$ cat src/tcoc_pkg.sv
// Purpose: constants and carriers for the compare output control block
// Assumes: 32-bit APB, one aligned word per register
// Notes:   offsets are byte addresses
package tcoc_pkg;
  localparam int unsigned AW = 8;
  localparam logic [AW-1:0] OFF_CTRL     = 8'h00;
  localparam logic [AW-1:0] OFF_CMP      = 8'h04;
  localparam logic [AW-1:0] OFF_SHARED_A = 8'h08;
  localparam logic [AW-1:0] OFF_SHARED_B = 8'h0C;
  localparam logic [AW-1:0] OFF_SHARED_C = 8'h10;
  localparam logic [AW-1:0] OFF_CAP_D    = 8'h14;
  localparam logic [7:0]    CTRL_RESET   = 8'h00;
  localparam int unsigned   BIT_CAPD_MS  = 7;
  localparam int unsigned   BIT_CMPA_MS  = 6;
  localparam int unsigned   BIT_SHR_SEL  = 5;
  localparam int unsigned   BIT_CMP_SEL  = 4;
  localparam int unsigned   BIT_OE_A     = 3;
  localparam int unsigned   BIT_OE_B     = 2;
  localparam int unsigned   BIT_LVL_A    = 1;
  localparam int unsigned   BIT_LVL_B    = 0;

  typedef struct packed {
    logic capture_d_mode_select;
    logic compare_a_mode_select;
    logic shared_address_select;
    logic compare_reg_select;
    logic compare_a_output_enable;
    logic compare_b_output_enable;
    logic compare_a_output_level;
    logic compare_b_output_level;
  } tcoc_ctrl_s;

  typedef struct packed {
    logic a;
    logic b;
    logic c;
    logic d;
  } tcoc_cap_s;
endpackage

$ cat src/tcoc_top.sv
// Purpose: compare output control register, compare pins, capture and compare datapath
// Assumes: counter value and capture strobes come from logic on clk
// Notes:   count_tick marks the last state of a counter value
`timescale 1ns/100ps
module tcoc_top #(
  parameter int unsigned CW = 16
) (
  input  wire logic                   clk,            // system clock
  input  wire logic                   srst,           // synchronous reset
  input  wire logic                   ce,             // clock enable, freezes state
  input  wire logic                   psel,           // apb select
  input  wire logic                   penable,        // apb enable
  input  wire logic                   pwrite,         // apb direction
  input  wire logic [tcoc_pkg::AW-1:0] paddr,         // apb byte address
  input  wire logic [31:0]            pwdata,         // apb write data
  output logic      [31:0]            prdata,         // apb read data
  output logic                        pready,         // apb ready
  output logic                        pslverr,        // apb error, unmapped address
  input  wire logic [CW-1:0]          free_running_counter, // counter value
  input  wire logic                   count_tick,     // counter about to change
  input  wire tcoc_pkg::tcoc_cap_s    capture_strobe, // selected capture edges
  output logic                        compare_a_output_pin,    // pin A level
  output logic                        compare_a_output_pin_oe, // pin A drive enable
  output logic                        compare_b_output_pin,    // pin B level
  output logic                        compare_b_output_pin_oe, // pin B drive enable
  output logic                        capture_d_masked         // mask state
);
  tcoc_pkg::tcoc_ctrl_s ctrl_r, ctrl_nxt;
  logic [CW-1:0] cmp_a_r, cmp_a_nxt, cmp_b_r, cmp_b_nxt;
  logic [CW-1:0] rise_r, rise_nxt, fall_r, fall_nxt, mask_r, mask_nxt;
  logic [CW-1:0] cap_a_r, cap_a_nxt, cap_b_r, cap_b_nxt;
  logic [CW-1:0] cap_c_r, cap_c_nxt, cap_d_r, cap_d_nxt;
  logic [CW-1:0] mask_end_r, mask_end_nxt;
  logic          phase_r, phase_nxt;
  logic          masked_r, masked_nxt;
  logic          pin_a_r, pin_a_nxt, pin_b_r, pin_b_nxt;
  logic          oe_a_r, oe_a_nxt, oe_b_r, oe_b_nxt;
  logic [31:0]   prdata_r, prdata_nxt;
  logic          pready_r, pready_nxt, pslverr_r, pslverr_nxt;
  logic          acc_done, wr_done, match_a, match_b, cap_d_ev;
  logic          wr_ctrl, wr_cmp, wr_sa, wr_sb, wr_sc;
  logic          mapped;
  logic [31:0]   rd_word;

  // transfer completes at the edge that sees pready high
  assign acc_done = psel && penable && pready_r;
  assign wr_done  = acc_done && pwrite;
  assign wr_ctrl  = wr_done && paddr == tcoc_pkg::OFF_CTRL;
  assign wr_cmp   = wr_done && paddr == tcoc_pkg::OFF_CMP;
  assign wr_sa    = wr_done && paddr == tcoc_pkg::OFF_SHARED_A;
  assign wr_sb    = wr_done && paddr == tcoc_pkg::OFF_SHARED_B;
  assign wr_sc    = wr_done && paddr == tcoc_pkg::OFF_SHARED_C;

  // a write to the compare value wins over a match in the same cycle
  assign match_a = count_tick && free_running_counter == cmp_a_r
                   && !(wr_cmp && !ctrl_r.compare_reg_select);
  assign match_b = count_tick && free_running_counter == cmp_b_r
                   && !(wr_cmp && ctrl_r.compare_reg_select);
  assign cap_d_ev = capture_strobe.d && !masked_r;

  // read mux and decode
  always_comb begin
    mapped  = 1'b1;
    rd_word = 32'h0000_0000;
    case (paddr)
      tcoc_pkg::OFF_CTRL:     rd_word[7:0] = ctrl_r;
      tcoc_pkg::OFF_CMP:      rd_word[CW-1:0] = ctrl_r.compare_reg_select ? cmp_b_r : cmp_a_r;
      tcoc_pkg::OFF_SHARED_A: rd_word[CW-1:0] = ctrl_r.shared_address_select ? rise_r : cap_a_r;
      tcoc_pkg::OFF_SHARED_B: rd_word[CW-1:0] = ctrl_r.shared_address_select ? fall_r : cap_b_r;
      tcoc_pkg::OFF_SHARED_C: rd_word[CW-1:0] = ctrl_r.shared_address_select ? mask_r : cap_c_r;
      tcoc_pkg::OFF_CAP_D:    rd_word[CW-1:0] = cap_d_r;
      default:                mapped = 1'b0;
    endcase
  end

  // bus slave: answer one cycle into the access phase
  always_comb begin
    pready_nxt  = 1'b0;
    prdata_nxt  = prdata_r;
    pslverr_nxt = 1'b0;
    if (psel && penable && !pready_r) begin
      pready_nxt  = 1'b1;
      prdata_nxt  = pwrite ? 32'h0000_0000 : rd_word;
      pslverr_nxt = !mapped;
    end
  end

  // software registers
  always_comb begin
    ctrl_nxt  = ctrl_r;
    cmp_b_nxt = cmp_b_r;
    rise_nxt  = rise_r;
    fall_nxt  = fall_r;
    mask_nxt  = mask_r;
    phase_nxt = phase_r;
    cmp_a_nxt = cmp_a_r;
    if (wr_ctrl) ctrl_nxt = tcoc_pkg::tcoc_ctrl_s'(pwdata[7:0]);
    if (wr_sa && ctrl_r.shared_address_select) rise_nxt = pwdata[CW-1:0];
    if (wr_sb && ctrl_r.shared_address_select) fall_nxt = pwdata[CW-1:0];
    if (wr_sc && ctrl_r.shared_address_select) mask_nxt = pwdata[CW-1:0];
    if (wr_cmp && ctrl_r.compare_reg_select) cmp_b_nxt = pwdata[CW-1:0];
    if (wr_cmp && !ctrl_r.compare_reg_select) begin
      cmp_a_nxt = pwdata[CW-1:0];
    end else if (match_a && ctrl_r.compare_a_mode_select) begin
      // rising step first, then falling step
      cmp_a_nxt = CW'(cmp_a_r + (phase_r ? fall_r : rise_r));
      phase_nxt = !phase_r;
    end
    if (!ctrl_r.compare_a_mode_select) phase_nxt = 1'b0;
  end

  // capture registers A to C follow their strobes whatever the select bits say; D skips strobes while masked in mask mode
  always_comb begin
    cap_a_nxt    = capture_strobe.a ? free_running_counter : cap_a_r;
    cap_b_nxt    = capture_strobe.b ? free_running_counter : cap_b_r;
    cap_c_nxt    = capture_strobe.c ? free_running_counter : cap_c_r;
    cap_d_nxt    = cap_d_ev ? free_running_counter : cap_d_r;
    mask_end_nxt = mask_end_r;
    masked_nxt   = masked_r;
    if (!ctrl_r.capture_d_mode_select || mask_r == '0) begin
      masked_nxt = 1'b0;
    end else if (cap_d_ev) begin
      // window ends at capture plus twice the interval
      masked_nxt   = 1'b1;
      mask_end_nxt = CW'(free_running_counter + {mask_r[CW-2:0], 1'b0});
    end else if (count_tick && free_running_counter == mask_end_r) begin
      masked_nxt = 1'b0;
    end
  end

  // compare pins; in addend mode pin A toggles so steps give high/low times
  always_comb begin
    pin_a_nxt = pin_a_r;
    pin_b_nxt = pin_b_r;
    oe_a_nxt  = ctrl_r.compare_a_output_enable;
    oe_b_nxt  = ctrl_r.compare_b_output_enable;
    if (match_a) begin
      if (ctrl_r.compare_a_mode_select) pin_a_nxt = !phase_r;
      else pin_a_nxt = ctrl_r.compare_a_output_level;
    end
    if (match_b) pin_b_nxt = ctrl_r.compare_b_output_level;
  end

  always_ff @(posedge clk) begin
    if (srst) begin
      ctrl_r     <= tcoc_pkg::tcoc_ctrl_s'(tcoc_pkg::CTRL_RESET);
      cmp_a_r    <= '0;
      cmp_b_r    <= '0;
      rise_r     <= '0;
      fall_r     <= '0;
      mask_r     <= '0;
      cap_a_r    <= '0;
      cap_b_r    <= '0;
      cap_c_r    <= '0;
      cap_d_r    <= '0;
      mask_end_r <= '0;
      phase_r    <= 1'b0;
      masked_r   <= 1'b0;
      pin_a_r    <= 1'b0;
      pin_b_r    <= 1'b0;
      oe_a_r     <= 1'b0;
      oe_b_r     <= 1'b0;
      prdata_r   <= 32'h0000_0000;
      pready_r   <= 1'b0;
      pslverr_r  <= 1'b0;
    end else if (ce) begin
      ctrl_r     <= ctrl_nxt;
      cmp_a_r    <= cmp_a_nxt;
      cmp_b_r    <= cmp_b_nxt;
      rise_r     <= rise_nxt;
      fall_r     <= fall_nxt;
      mask_r     <= mask_nxt;
      cap_a_r    <= cap_a_nxt;
      cap_b_r    <= cap_b_nxt;
      cap_c_r    <= cap_c_nxt;
      cap_d_r    <= cap_d_nxt;
      mask_end_r <= mask_end_nxt;
      phase_r    <= phase_nxt;
      masked_r   <= masked_nxt;
      pin_a_r    <= pin_a_nxt;
      pin_b_r    <= pin_b_nxt;
      oe_a_r     <= oe_a_nxt;
      oe_b_r     <= oe_b_nxt;
      prdata_r   <= prdata_nxt;
      pready_r   <= pready_nxt;
      pslverr_r  <= pslverr_nxt;
    end
  end

  assign prdata                  = prdata_r;
  assign pready                  = pready_r;
  assign pslverr                 = pslverr_r;
  assign compare_a_output_pin    = pin_a_r;
  assign compare_a_output_pin_oe = oe_a_r;
  assign compare_b_output_pin    = pin_b_r;
  assign compare_b_output_pin_oe = oe_b_r;
  assign capture_d_masked        = masked_r;
endmodule

$ cat config.mk
export PLATFORM = sky130hd
export DESIGN_NAME = tcoc_top
export DESIGN_NICKNAME = d
export VERILOG_FILES = /design/src/tcoc_pkg.sv /design/src/tcoc_top.sv
export SDC_FILE = /design/constraint.sdc
export NUM_CORES = 1
export LEC_CHECK = 0
export ABC_AREA = 1
export ABC_CLOCK_PERIOD_IN_PS = 2300
export BUFFER_PORTS_ARGS = -buffer_cell sky130_fd_sc_hd__buf_2
export CORE_MARGIN = 2
export CORE_UTILIZATION = 54
export CTS_CLUSTER_DIAMETER = 40
export DETAILED_ROUTE_END_ITERATION = 8
export HOLD_SLACK_MARGIN = 0.08
export PLACE_DENSITY_LB_ADDON = 0.15
export SLEW_MARGIN = 20
export SYNTH_ARGS = -nofsm -noshare
export SYNTH_HDL_FRONTEND = slang
export SYNTH_SLANG_ARGS = --single-unit
export TNS_END_PERCENT = 100
$ cat constraint.sdc
create_clock -name clk -period 2.3 [get_ports clk]
set_clock_uncertainty 0.2 [all_clocks]
set_input_delay 0 -clock clk [delete_from_list [all_inputs] [get_ports clk]]
set_output_delay 0 -clock clk [all_outputs]
set_load 0.01 [all_outputs]
; ---- After elaboration in Yosys (flattened, before gate mapping)
; Cells that the tools add are included.
[word_totals]
regBits = 208
latchBits = 0
mem_bits_rw = 0
mem_bits_ro = 0
input_bits = 67
output_inout_bits = 39
word_cells = 111
mem_count = 0
[classes]
addsub = 2
mul = 0
n_div = 0
n_lt_le_gt_ge = 0
eq_ne = 10
shift = 0
n_mux = 20
bitwise = 1
reduce_logical = 51
[ops]
columns = op, n
row1 = 2-to-1 mux 16 bit, 8
row2 = == test 16 bit, 3
row3 = one-hot mux 8 bit (6 select lines), 1
row4 = one-hot mux 8 bit (5 select lines), 1
row5 = adder 16 bit, 2
row6 = AND reduction 2 bit, 14
row7 = logical AND 1 bit, 21
row8 = == test 8 x 4 -> 1 bit (second input constant), 2
row9 = == test 8 x 5 -> 1 bit (second input constant), 2
row10 = logical NOT 16 bit, 1
row11 = 2-to-1 mux 1 bit, 10
row12 = == test 8 x 3 -> 1 bit (second input constant), 1
row13 = logical NOT 1 bit, 8
row14 = logical NOT 8 bit, 1
row15 = AND reduction 3 bit, 2
row16 = OR reduction 6 bit, 1
row17 = nonzero test 3 bit, 1
row18 = inequality test 2 x 1 -> 1 bit (second input constant), 1
row19 = inequality test 2 bit (second input constant), 1
row20 = nonzero test 2 bit, 1
row21 = logical OR 1 bit, 1
row22 = NOT 1 bit, 1

; ---- Logic depth before layout (Yosys ltp)
; Gate-level depths: netlist of the first run.
[depth]
depth_word = 11
mapped_depth = 19
mapped_depth_nobuf = 17

; ---- Worst setup path before layout of the first run
; No wires, ideal clock.
[synth_path]
path_kind = flip-flop to flip-flop
from = register phase_r
to = register cmp_a_r[15]
setup_ns = 0.112
arrival_ns = 2.179
setup_slack_ns = -0.191
stages_incl_launch_ff = 18
n_path_buf = 1
cell_sequence = dfxtp_1 -> buf_2 -> clkinv_1 -> or2_2 -> o21ai_0 -> inv_1 -> ha_1 -> nand2_1 -> a21oi_1 -> nand2_1 -> nand2_1 -> nand2_1 -> nand2_1 -> nand2_1 -> nand3_1 -> nand2_1 -> nor2_1 -> nor2_1
[synth_via]
elab_chain_cells = 4
[synth_lines]
columns = item, line
row1 = from (decl), tcoc_top.sv:34  ; logic phase_r, phase_nxt;
row2 = from (signal assigned), tcoc_top.sv:178  ; phase_r <= phase_nxt;
row3 = 2-to-1 mux 16 bit, tcoc_top.sv:106  ; cmp_a_nxt = CW'(cmp_a_r + (phase_r ? fall_r : rise_r));
row4 = adder 16 bit, tcoc_top.sv:106
row5 = 2-to-1 mux 16 bit, tcoc_top.sv:104  ; end else if (match_a && ctrl_r.compare_a_mode_select) begin
row6 = 2-to-1 mux 16 bit, tcoc_top.sv:102  ; if (wr_cmp && !ctrl_r.compare_reg_select) begin
row7 = to (signal assigned), tcoc_top.sv:168  ; cmp_a_r <= cmp_a_nxt;
row8 = to (decl), tcoc_top.sv:29  ; logic [CW-1:0] cmp_a_r, cmp_a_nxt, cmp_b_r, cmp_b_nxt;
; No other way between the ends. The select of a mux whose other input is x is not followed.
; A chain may end at the register's enable or synchronous reset.

; ---- Worst setup path in the final report of the first run
[layout_path]
from = register phase_r
to = register cmp_a_r[13]
; The elaborated chain is that of the path after synthesis.

==> results.ini, run 1 <==
[finish]
final_layout_size_suffix_gt1_share_pct=15.2
finish.net_count=1927
layout_overhead_on_the_synthesized_area_pct=22.5
finalCoreUtilization_pct=66.9
stdcell_count=2112
antenna_cells_inserted=0

[synthesis]
synth-async-reset-ratio_pct=0
postSynthRegisterBits=192
synth_simple_gate_area_share_pct=27.0
syn_area_per_cell_sq_um=6.50
post-synth-top-count-cell=sky130_fd_sc_hd__nand2_1
synth_top_area_share_pct=35.0
synthTopCellsByArea=sky130_fd_sc_hd__dfxtp_1 (35%), sky130_fd_sc_hd__nand2_1 (16%), sky130_fd_sc_hd__o21ai_0 (10%)
synthXorXnorAreaFrac_pct=2.47
synthesized_area_sq_mm=0.0110
yosysWarningCount=0
seq_area_frac_synth_pct=35.0
compound_cell_area_share_of_the_yosys_netlist_pct=20.9
synth-edff-count=0
dominantRegCellSynth=sky130_fd_sc_hd__dfxtp_1
main_combinational_cell_family_by_area_after_synthesis=simple AND/OR/NAND/NOR gates
synthAdderAreaFrac_pct=3.67
yosys-top-cells-count=sky130_fd_sc_hd__nand2_1 (479), sky130_fd_sc_hd__o21ai_0 (220), sky130_fd_sc_hd__a21oi_1 (204)
post_synthesis_mux_area_share_pct=0.638
syn_inst=1691
synth_cell_types=43
synth.largest_area_cell=sky130_fd_sc_hd__dfxtp_1

[global_route]
gr-total-overflow=0
antenna_violations_before_repair=0
grt_pass1_vias=10699
grt_pass1_wl_microns=57100
groute.usage.overall_pct=33.6
grt_start_max_net_pins=160

[timing]
setup_tns_ps=0
finalMaxSlewViolations=0
setup_ws_ps=57.1
timing.final.setup_violations=0
worst_slew_margin_relative_to_its_limit_pct=50.5
layout_min_cycle_time_ps=2240
timing.fmax_mhz=446
max_slew.worst_pin.slew_ps=742
hold_viol=0
grt_setup_unrepaired=yes
final_period_util_pct=97.5

[critical_path]
worstReg2RegEnd=cmp_a_r[13]
worst-endpoint-arrival_ps=2380
timing.reg2reg.setup_slack_ps=60
critPathRequiredTime_ps=2440
worst_reg2reg_path_startpoint=phase_r
worst-path-max-fanout=15
timing.setup.critical_path_class=flop to flop
timing.critical_path.from_type=flop
reg2regPathDepth=16
critPathCaptureType=flop

[pwr]
power_frac_clock_pct=42.4
max-vdd-ir-drop_mv=0.534
cell_internal_pwr_w=0.00508
total_leakage_power_nw=6.19
power_per_cell_area_mw_per_mm2=524
power.switching_fraction_pct=27.9
switchingPower_w=0.00197
p_total_w=0.00705
power.sequential.fraction_pct=48.6
share_of_total_power_in_combinational_logic_pct=9.0

[placed_design]
hpwlAfterDp_microns=26200
globalplace.congestion=0.968
post-place-ws_ps=-117
post-place-cells=2015
numPortBuffers=73

[floorplan]
number_of_primary_i_o_pins=106
core.rowCount=52
initial_cell_density_of_the_core_pct=54.6
core-area_sq_mm=0.0201
die_h_microns=147
die_area_sq_mm=0.0215
die_x_microns=147

[route]
routedWlPerCell_microns=17.3
viasPerCell=5.51
drcViolationCount=0
detail_route.wirelength_microns=36600
first_iter_violations=963
number_of_vias_after_detailed_routing=11632
drt_pre_antenna_iters=5
drt_antenna_net_count=0

[clock_tree]
cts.sink_count=192
cts_root_buffer=sky130_fd_sc_hd__clkbuf_16
cts_made_buffers=17
clock_path_buffers=2
cts_tree=done
clk_pin_slew_ps=80
cts_htree_levels=4
worst_skew_pair.late_latency_ps=450

[run]
max_cap_viol_count=0

[min_path]
worst_hold_startpoint=paddr[4]
timing.hold.worst_endpoint=pslverr
timing.hold.worst.class=primary input to flop
timing.hold.worst_path_depth=7

[outcome]
status=finished, final reports clean

[cell families (layout without fill, tap and decap cells)]
group	after synthesis	in the layout
adders and majority gates	31	31
AOI/OAI and AO/OA	449	449
other	1	16
xor gates and xnor gates	31	31
DFF	192	192
buffers and inverters	267	403
muxes	7	7
and+or+nand+nor	713	713
[layer usage]
metal | track usage, % | wire (microns) | up-vias
met3 | 4.38 | 2450 | 105
met4 | 15.7 | 1740 | 0
li1 | - | - | 5743
met1 | 43.8 | 15400 | 5337
met2 | 55.5 | 17000 | 447
met5 | 0 | 0 | -
[flip-flops by register name, summed over array words and instances (netlist names), 6 cells and up]
| name | count |
|---|---|
| mask_r | 16 |
| cap_c_r | 16 |
| cmp_a_r | 16 |
| rise_r | 16 |
| cap_b_r | 16 |
| mask_end_r | 16 |
| cap_d_r | 16 |
| ctrl_r | 6 |
| cap_a_r | 16 |
| fall_r | 16 |
| cmp_b_r | 16 |
| prdata | 16 |
[cell type report]
type                    instances  area, sq um
multi-input cells            1247         6470
flip-flops and latches        192         3850
clock inverters                15          164
well taps                     270          338
fillers                      1756         6650
inverters                     169          641
clock buffers                  17          425
repair buffers                202         1570
[how the worst max path moves through the flow]
stage	slack [ps]	startpoint	depth (start not counted)	to
floorplan	10	phase_r	17	cmp_a_r[15]
global placement	-90	phase_r	16	cmp_a_r[14]
detailed placement	-120	phase_r	16	cmp_a_r[14]
CTS	2	phase_r	15	cmp_a_r[14]
global route	-70	phase_r	16	cmp_a_r[13]
finish	60	phase_r	16	cmp_a_r[13]
[per-stage QoR]
stage | hold slack [ps] | cell area [sq um]
after global routing | 234 | 13500
after global placement | 118 | 11800
after floorplan | -56.1 | 11100
final | 174 | 13500
after detailed placement | 135 | 11800
after CTS | 158 | 13000
[worst max-delay path, cell delays in order, from the launching register on]
cell,delay [ps]
sky130_fd_sc_hd__dfxtp_4,380
sky130_fd_sc_hd__clkinv_4,60
sky130_fd_sc_hd__buf_6,150
sky130_fd_sc_hd__nand2_1,60
sky130_fd_sc_hd__nand2_1,90
sky130_fd_sc_hd__ha_4,320
sky130_fd_sc_hd__nand2_1,90
sky130_fd_sc_hd__inv_1,80
sky130_fd_sc_hd__nand3_2,80
sky130_fd_sc_hd__nand2_2,120
sky130_fd_sc_hd__nand3_2,90
sky130_fd_sc_hd__nand2_1,70
sky130_fd_sc_hd__nand2_1,50
sky130_fd_sc_hd__nand3_1,60
sky130_fd_sc_hd__nand2_1,50
sky130_fd_sc_hd__nor2_1,120
sky130_fd_sc_hd__nor2_1,70
[power by group through the flow]
stage	logic, W	registers (W)	clock network, W
after CTS	0.000617	0.00342	0.00301
after global placement	0.000534	0.00350	0
after global routing	0.000689	0.00343	0.00315
after detailed placement	0.000543	0.00350	0
after floorplan	0.000344	0.00350	0
final	0.000633	0.00342	0.00299
[placed cells by master (no fill, tap or decap), types with 5 or more instances in the layout]
cell / n
sky130_fd_sc_hd__dfxtp_1: 187
sky130_fd_sc_hd__nand4_1: 10
sky130_fd_sc_hd__ha_1: 16
sky130_fd_sc_hd__a21oi_2: 7
sky130_fd_sc_hd__nor3_1: 6
sky130_fd_sc_hd__xor2_1: 14
sky130_fd_sc_hd__nand3b_1: 6
sky130_fd_sc_hd__inv_2: 14
sky130_fd_sc_hd__a21oi_1: 197
sky130_fd_sc_hd__ha_4: 13
sky130_fd_sc_hd__inv_1: 152
sky130_fd_sc_hd__nor2_1: 94
sky130_fd_sc_hd__nand3_4: 5
sky130_fd_sc_hd__clkbuf_16: 17
sky130_fd_sc_hd__xnor2_1: 17
sky130_fd_sc_hd__dlygate4sd3_1: 58
sky130_fd_sc_hd__o21bai_1: 5
sky130_fd_sc_hd__o22ai_1: 8
sky130_fd_sc_hd__buf_12: 6
sky130_fd_sc_hd__conb_1: 16
sky130_fd_sc_hd__mux2i_1: 7
sky130_fd_sc_hd__nor2_4: 7
sky130_fd_sc_hd__o21ai_0: 218
sky130_fd_sc_hd__nor2_2: 10
sky130_fd_sc_hd__nand2_1: 457
sky130_fd_sc_hd__nand3_1: 77
sky130_fd_sc_hd__nand2_2: 20
sky130_fd_sc_hd__inv_8: 5
sky130_fd_sc_hd__buf_2: 73
sky130_fd_sc_hd__buf_4: 62
sky130_fd_sc_hd__nand3_2: 7
[timing repair]
item,in CTS,in global routing
buffers inserted,0,7
hold buffers,58,0
endpoints found under the hold margin,191,0
pin swaps,2,28
cloned,0,0
setup endpoints to repair,13,15
gates resized for setup,12,80
No activity file was read; power rests on OpenSTA's default activity.
==> run 2: changes to the inputs <==
--- a/config.mk
+++ b/config.mk
@@ -13,7 +13,7 @@
 export CTS_CLUSTER_DIAMETER = 40
 export DETAILED_ROUTE_END_ITERATION = 8
 export HOLD_SLACK_MARGIN = 0.08
-export PLACE_DENSITY_LB_ADDON = 0.15
+export PLACE_DENSITY = 0.82
 export SLEW_MARGIN = 20
 export SYNTH_ARGS = -nofsm -noshare
 export SYNTH_HDL_FRONTEND = slang
==> results.ini, run 2 (synthesized netlist as in run 1, its figures left out) <==
[floorplan]
number_of_primary_i_o_pins=106  ; unchanged
core.rowCount=52  ; unchanged
die_h_microns=147  ; unchanged
core-area_sq_mm=0.0201  ; unchanged
initial_cell_density_of_the_core_pct=54.6  ; unchanged
die_area_sq_mm=0.0215  ; unchanged
die_x_microns=147  ; unchanged

[timing]
setup_ws_ps=-39.6  ; -96.7 ps
layout_min_cycle_time_ps=2340  ; +96.7 ps
timing.fmax_mhz=427  ; -4.1%
hold_slack_ps=244  ; +70.6 ps
timing.final.setup_violations=1  ; +1
finalMaxSlewViolations=0  ; unchanged
hold_viol=0  ; unchanged
max_slew.worst_pin.slew_ps=690  ; -51.7 ps
grt_setup_unrepaired=yes
worst_slew_margin_relative_to_its_limit_pct=53.7  ; +3.2 points
final_period_util_pct=102  ; +4.2 points

[route]
routed-wl-met2_microns=17700  ; +4.0%
drt_pre_antenna_iters=6  ; +1
drcViolationCount=0  ; unchanged
viasPerCell=5.75  ; +4.3%
first_iter_violations=1179  ; +22%
number_of_vias_after_detailed_routing=12118  ; +4.2%
detail_route.wirelength_microns=37500  ; +2.5%
drt_antenna_net_count=0  ; unchanged
highest_layer=met4
met3_length_microns=3360  ; +37%
routedWlPerCell_microns=17.8  ; +2.6%
met1_length_microns=14100  ; -8.3%

[finish]
final_layout_size_suffix_gt1_share_pct=14.5  ; -0.74 points
commonest_non_fill_non_tap_cells_in_the_layout=sky130_fd_sc_hd__nand2_1 (469), sky130_fd_sc_hd__o21ai_0 (218), sky130_fd_sc_hd__a21oi_1 (195)
finish.net_count=1924  ; -0.16%
final_cell_area_sq_mm=0.0134  ; -0.67%
antenna_cells_inserted=0  ; unchanged
mostFrequentLayoutCell=sky130_fd_sc_hd__nand2_1
layout_overhead_on_the_synthesized_area_pct=21.7

[clock_tree]
cts_tree=done
worst_skew_pair.late_latency_ps=440  ; about the same
clk_pin_slew_ps=80  ; about the same
cts_htree_levels=4  ; unchanged
clock_path_buffers=2  ; unchanged
cts.sink_count=192  ; unchanged
cts_made_buffers=17  ; unchanged
cts_root_buffer=sky130_fd_sc_hd__clkbuf_16

[global_route]
grt_start_max_net_pins=55  ; -66%
grt_pass1_vias=11090  ; +3.7%
gr-total-overflow=0  ; unchanged
antenna_violations_before_repair=0  ; unchanged
grt_pass1_wl_microns=57400  ; +0.46%
groute.usage.overall_pct=33.6  ; -0.042 points

[outcome]
status=finished with violations
violations=setup timing

[placed_design]
numPortBuffers=73  ; unchanged
globalplace.congestion=1.02  ; +5.4%
placedInstanceArea_sq_mm=0.0118  ; -0.36%
hpwlAfterDp_microns=26100  ; -0.20%

[critical_path]
reg2regPathDepth=15  ; -1
critPathCaptureType=flop
timing.critical_path.from_type=flop
critPathRequiredTime_ps=2480  ; +40 ps
worst-path-max-fanout=4  ; -11
worst-endpoint-arrival_ps=2520  ; +140 ps
timing.setup.critical_path_class=flop to flop

[pwr]
power_frac_clock_pct=42.6  ; +0.2 points
power.sequential.fraction_pct=48.2  ; -0.4 points
power_per_cell_area_mw_per_mm2=532  ; +1.7%
share_of_total_power_in_combinational_logic_pct=9.3  ; +0.3 points
total_leakage_power_nw=6.10  ; -1.5%
cell_internal_pwr_w=0.00518  ; +2.0%
max-vdd-ir-drop_mv=0.476  ; -11%
switchingPower_w=0.00194  ; -1.6%
power.switching_fraction_pct=27.2  ; -0.70 points

[min_path]
timing.hold.worst.class=primary input to flop
timing.hold.worst_path_depth=6  ; -1

[run]
max_cap_viol_count=0  ; unchanged

run 2: cell types whose count changed in the layout (fill, tap and decap cells not counted), sizes merged:
cell and change:
clkbuf +1, bufinv +1, clkinv -3, dlygate4sd3 +1, buf -5, clkinvlp +2
run 2: critical path, cell delays in order, from the launching register on:
cell and delay, ps:
sky130_fd_sc_hd__dfxtp_4 390, sky130_fd_sc_hd__clkinv_4 60, sky130_fd_sc_hd__or2_4 220, sky130_fd_sc_hd__o21ai_2 80, sky130_fd_sc_hd__inv_1 60, sky130_fd_sc_hd__ha_1 280, sky130_fd_sc_hd__nand2_2 70, sky130_fd_sc_hd__a21oi_4 220
sky130_fd_sc_hd__nand2_2 70, sky130_fd_sc_hd__nand2_2 80, sky130_fd_sc_hd__buf_4 110, sky130_fd_sc_hd__xor2_1 150, sky130_fd_sc_hd__nand2_1 80, sky130_fd_sc_hd__nand2_1 70, sky130_fd_sc_hd__a21oi_1 40, sky130_fd_sc_hd__nor2_1 90
run 2: timing repair:
item                                   in CTS  in global routing
pin swaps                                   1                 22
endpoints found under the hold margin     190                  0
resized for setup                          14                 63
setup endpoints to repair                  13                 27
buffers inserted                            0                  7
hold buffers                               59                  0
run 2: area by class of cell:
class,instances,area (sq um)
tap,270,338
fill,1680,6740
clock buffer,17,425
sequential,192,3850
timing repair buffer,199,1550
clock inverter,15,164
inverter,169,644
multi-input combinational,1247,6400
run 2: path summary, 6_finish.rpt:
kind / from / to / slack, ps
worst max-delay path: phase_r / cmp_a_r[7] / -40
worst min-delay path: pwdata[14] / cmp_a_r[14] / 240
worst max register to register: phase_r / cmp_a_r[7] / -40
worst min register to register: cap_b_r[5] / cap_b_r[5] / 250
run 2: metrics by stage:
step	utilization [%]	TNS (ps)	total power, W	setup WS [ps]	cells
2_1_floorplan	-	0	0.00384	9.86	1706
3_3_place_gp	58.6	-153	0.00404	-55.7	2011
3_5_place_dp	58.6	-1160	0.00405	-141	2011
4_1_cts	64.8	-0.770	0.00707	-0.770	2102
5_1_grt	66.5	-1230	0.00730	-125	2109
6_report	66.5	-39.6	0.00712	-39.6	2109
run 2: per-layer routing:
metal	GRT usage, %	vias to the layer above
met5	0	-
met4	19.9	0
met1	40.2	5521
met2	56.7	680
met3	5.53	169
li1	-	5748
run 2: power by group through the flow:
stage	sequential, W	clock [W]	combinational (W)
global placement	0.00350	0	0.000535
floorplan	0.00350	0	0.000344
detailed placement	0.00350	0	0.000549
CTS	0.00343	0.00302	0.000625
finish	0.00343	0.00303	0.000661
global route	0.00343	0.00315	0.000712
==> run 3: changes to the inputs <==
--- a/config.mk
+++ b/config.mk
@@ -13,7 +13,7 @@
 export CTS_CLUSTER_DIAMETER = 40
 export DETAILED_ROUTE_END_ITERATION = 8
 export HOLD_SLACK_MARGIN = 0.08
-export PLACE_DENSITY = 0.82
+export PLACE_DENSITY = 0.8
 export SLEW_MARGIN = 20
 export SYNTH_ARGS = -nofsm -noshare
 export SYNTH_HDL_FRONTEND = slang
==> results.ini, run 3 (synthesized netlist as in run 1, its figures left out) <==
[outcome]
status=finished, final reports clean

[timing]
finalMaxSlewViolations=0  ; unchanged
hold_slack_ps=113  ; -131 ps
grt_setup_unrepaired=yes
timing.final.setup_violations=0  ; -1
timing.fmax_mhz=435  ; +1.9%
layout_min_cycle_time_ps=2300  ; -42.6 ps
worst_slew_margin_relative_to_its_limit_pct=48.9  ; -4.8 points
max_slew.worst_pin.slew_ps=758  ; +68.3 ps
final_period_util_pct=99.9  ; -1.9 points
hold_viol=0  ; unchanged

[placed_design]
hpwlAfterDp_microns=26600  ; +1.8%
placedInstanceArea_sq_mm=0.0119  ; +0.68%
numPortBuffers=73  ; unchanged
post-place-cells=2015  ; +0.20%
globalplace.congestion=1.00  ; -1.6%

[global_route]
groute.usage.overall_pct=34.0  ; +0.40 points
antenna_violations_before_repair=0  ; unchanged
gr-total-overflow=0  ; unchanged
grt_start_max_net_pins=54  ; -1.8%
grt_pass1_vias=11227  ; +1.2%
grt_pass1_wl_microns=57700  ; +0.61%

[finish]
layout_overhead_on_the_synthesized_area_pct=22.1
final_cell_area_sq_mm=0.0134  ; +0.36%
final.fill_count=1725  ; +2.7%
finalCoreUtilization_pct=66.7  ; +0.24 points
commonest_non_fill_non_tap_cells_in_the_layout=sky130_fd_sc_hd__nand2_1 (453), sky130_fd_sc_hd__o21ai_0 (219), sky130_fd_sc_hd__a21oi_1 (198)
finish.net_count=1920  ; -0.21%
multi_input_area_sq_mm=0.00643  ; +0.45%
mostFrequentLayoutCell=sky130_fd_sc_hd__nand2_1
register_area_sq_mm=0.00385  ; about the same
stdcell_count=2105  ; -0.19%
antenna_cells_inserted=0  ; unchanged
final_layout_size_suffix_gt1_share_pct=15.1  ; +0.63 points

[route]
viasPerCell=5.65  ; -1.8%
drt_pre_antenna_iters=7  ; +1
routedWlPerCell_microns=17.7  ; -0.73%
drt_antenna_net_count=0  ; unchanged
first_iter_violations=1100  ; -6.7%
detail_route.wirelength_microns=37200  ; -0.92%
number_of_vias_after_detailed_routing=11883  ; -1.9%
drcViolationCount=0  ; unchanged

[critical_path]
critPathSlowestCell=sky130_fd_sc_hd__dfxtp_1
timing.reg2reg.setup_slack_ps=3  ; +40 ps
worst_reg2reg_path_startpoint=cmp_a_r[12]
worst_path_most_repeated_cell=sky130_fd_sc_hd__nor2_1
reg2regPathDepth=11  ; -4
timing.setup.critical_path_class=flop to flop
critPathCaptureType=flop
worst-path-max-fanout=4  ; unchanged
crit_path_max_incr_delay_ps=490  ; +100 ps
critPathLaunch=cmp_a_r[12]
worst-endpoint-arrival_ps=2430  ; -90 ps
cp_cell_sequence=inv_1 > nand2_1 > nand2_1 > nor2_1 > nand2_1 > nor2_1 > nand3_1 > nor2_1 > a21oi_1 > nor2_1 > nor2_1
worstReg2RegEnd=cmp_a_r[15]
critPathRequiredTime_ps=2440  ; -40 ps
crit_end=cmp_a_r[15]
timing.critical_path.from_type=flop

[clock_tree]
cts_tree=done
cts.sink_count=192  ; unchanged
cts_htree_levels=4  ; unchanged
worst_skew_pair.late_latency_ps=450  ; about the same
clock_path_buffers=2  ; unchanged
cts_made_buffers=17  ; unchanged
cts_root_buffer=sky130_fd_sc_hd__clkbuf_16
clk_pin_slew_ps=70  ; about the same

[floorplan]
initial_cell_density_of_the_core_pct=54.6  ; unchanged
die_x_microns=147  ; unchanged
core.rowCount=52  ; unchanged
die_area_sq_mm=0.0215  ; unchanged
number_of_primary_i_o_pins=106  ; unchanged
core-area_sq_mm=0.0201  ; unchanged
die_h_microns=147  ; unchanged

[pwr]
max-vdd-ir-drop_mv=0.501  ; +5.3%
total_leakage_power_nw=6.20  ; +1.6%
power_per_cell_area_mw_per_mm2=534  ; +0.32%

[min_path]
timing.hold.worst.class=primary input to flop

[run]
max_cap_viol_count=0  ; unchanged

## run 3: final cells by class
cell class | count | area share [%]
clock inverter | 15 | 1.35
inverter | 169 | 4.78
multi-input combinational | 1247 | 47.9
timing repair buffer | 195 | 11.5
tap | 270 | 2.52
sequential | 192 | 28.7
clock buffer | 17 | 3.17
## run 3: metrics by stage
| stage | setup WS (ps) | setup TNS [ps] | power (W) |
|---|---|---|---|
| 2_1_floorplan | 9.86 | 0 | 0.00384 |
| 3_3_place_gp | -100 | -287 | 0.00405 |
| 4_1_cts | 2.34 | 0 | 0.00715 |
| 5_1_grt | -95.7 | -644 | 0.00736 |
| 3_5_place_dp | -128 | -892 | 0.00406 |
| 6_report | 2.99 | 0 | 0.00716 |
## run 3: timing repair
action | CTS | global route
pin swaps | 3 | 21
hold buffers | 52 | 0
endpoints found under the setup margin | 13 | 24
buffers inserted | 1 | 5
resized for setup | 5 | 78
hold endpoints to repair | 192 | 0
## run 3: worst min-delay path by stage
stage                     slack (ps)                    start  depth (start not counted)       endpoint
after floorplan                  -60  free_running_counter[0]                          2  mask_end_r[0]
after global placement           120        capture_strobe[3]                          3    cap_a_r[15]
after detailed placement         130        capture_strobe[3]                          3    cap_a_r[15]
after CTS                        100                 paddr[6]                          7        pslverr
after global routing             210                 paddr[5]                          7        pslverr
final                            110                 paddr[5]                          7        pslverr
## run 3: worst max-delay path: cells and delay by family, from the launching register on
kind | cells | cell delay [ps]
AND/OR/NAND/NOR | 9 | 1120
AO/OA/AOI/OAI | 1 | 200
buffers and inverters | 1 | 160
flip-flops | 1 | 490
## run 3: where the power goes
part           total (W)  switching (W)  internal (W)  leakage, nW
clock network    0.00309        0.00152       0.00157        0.300
logic           0.000650       0.000419      0.000231         4.34
registers        0.00343      0.0000290       0.00340         1.56
## run 3: routing by layer
layer,vias to the layer above,GRT usage [%],part of all wire [%]
met3,147,5.44,8.1
li1,5734,-,-
met2,589,56.6,46
met1,5413,42.3,40
met4,0,18.2,5.5
met5,-,0,0
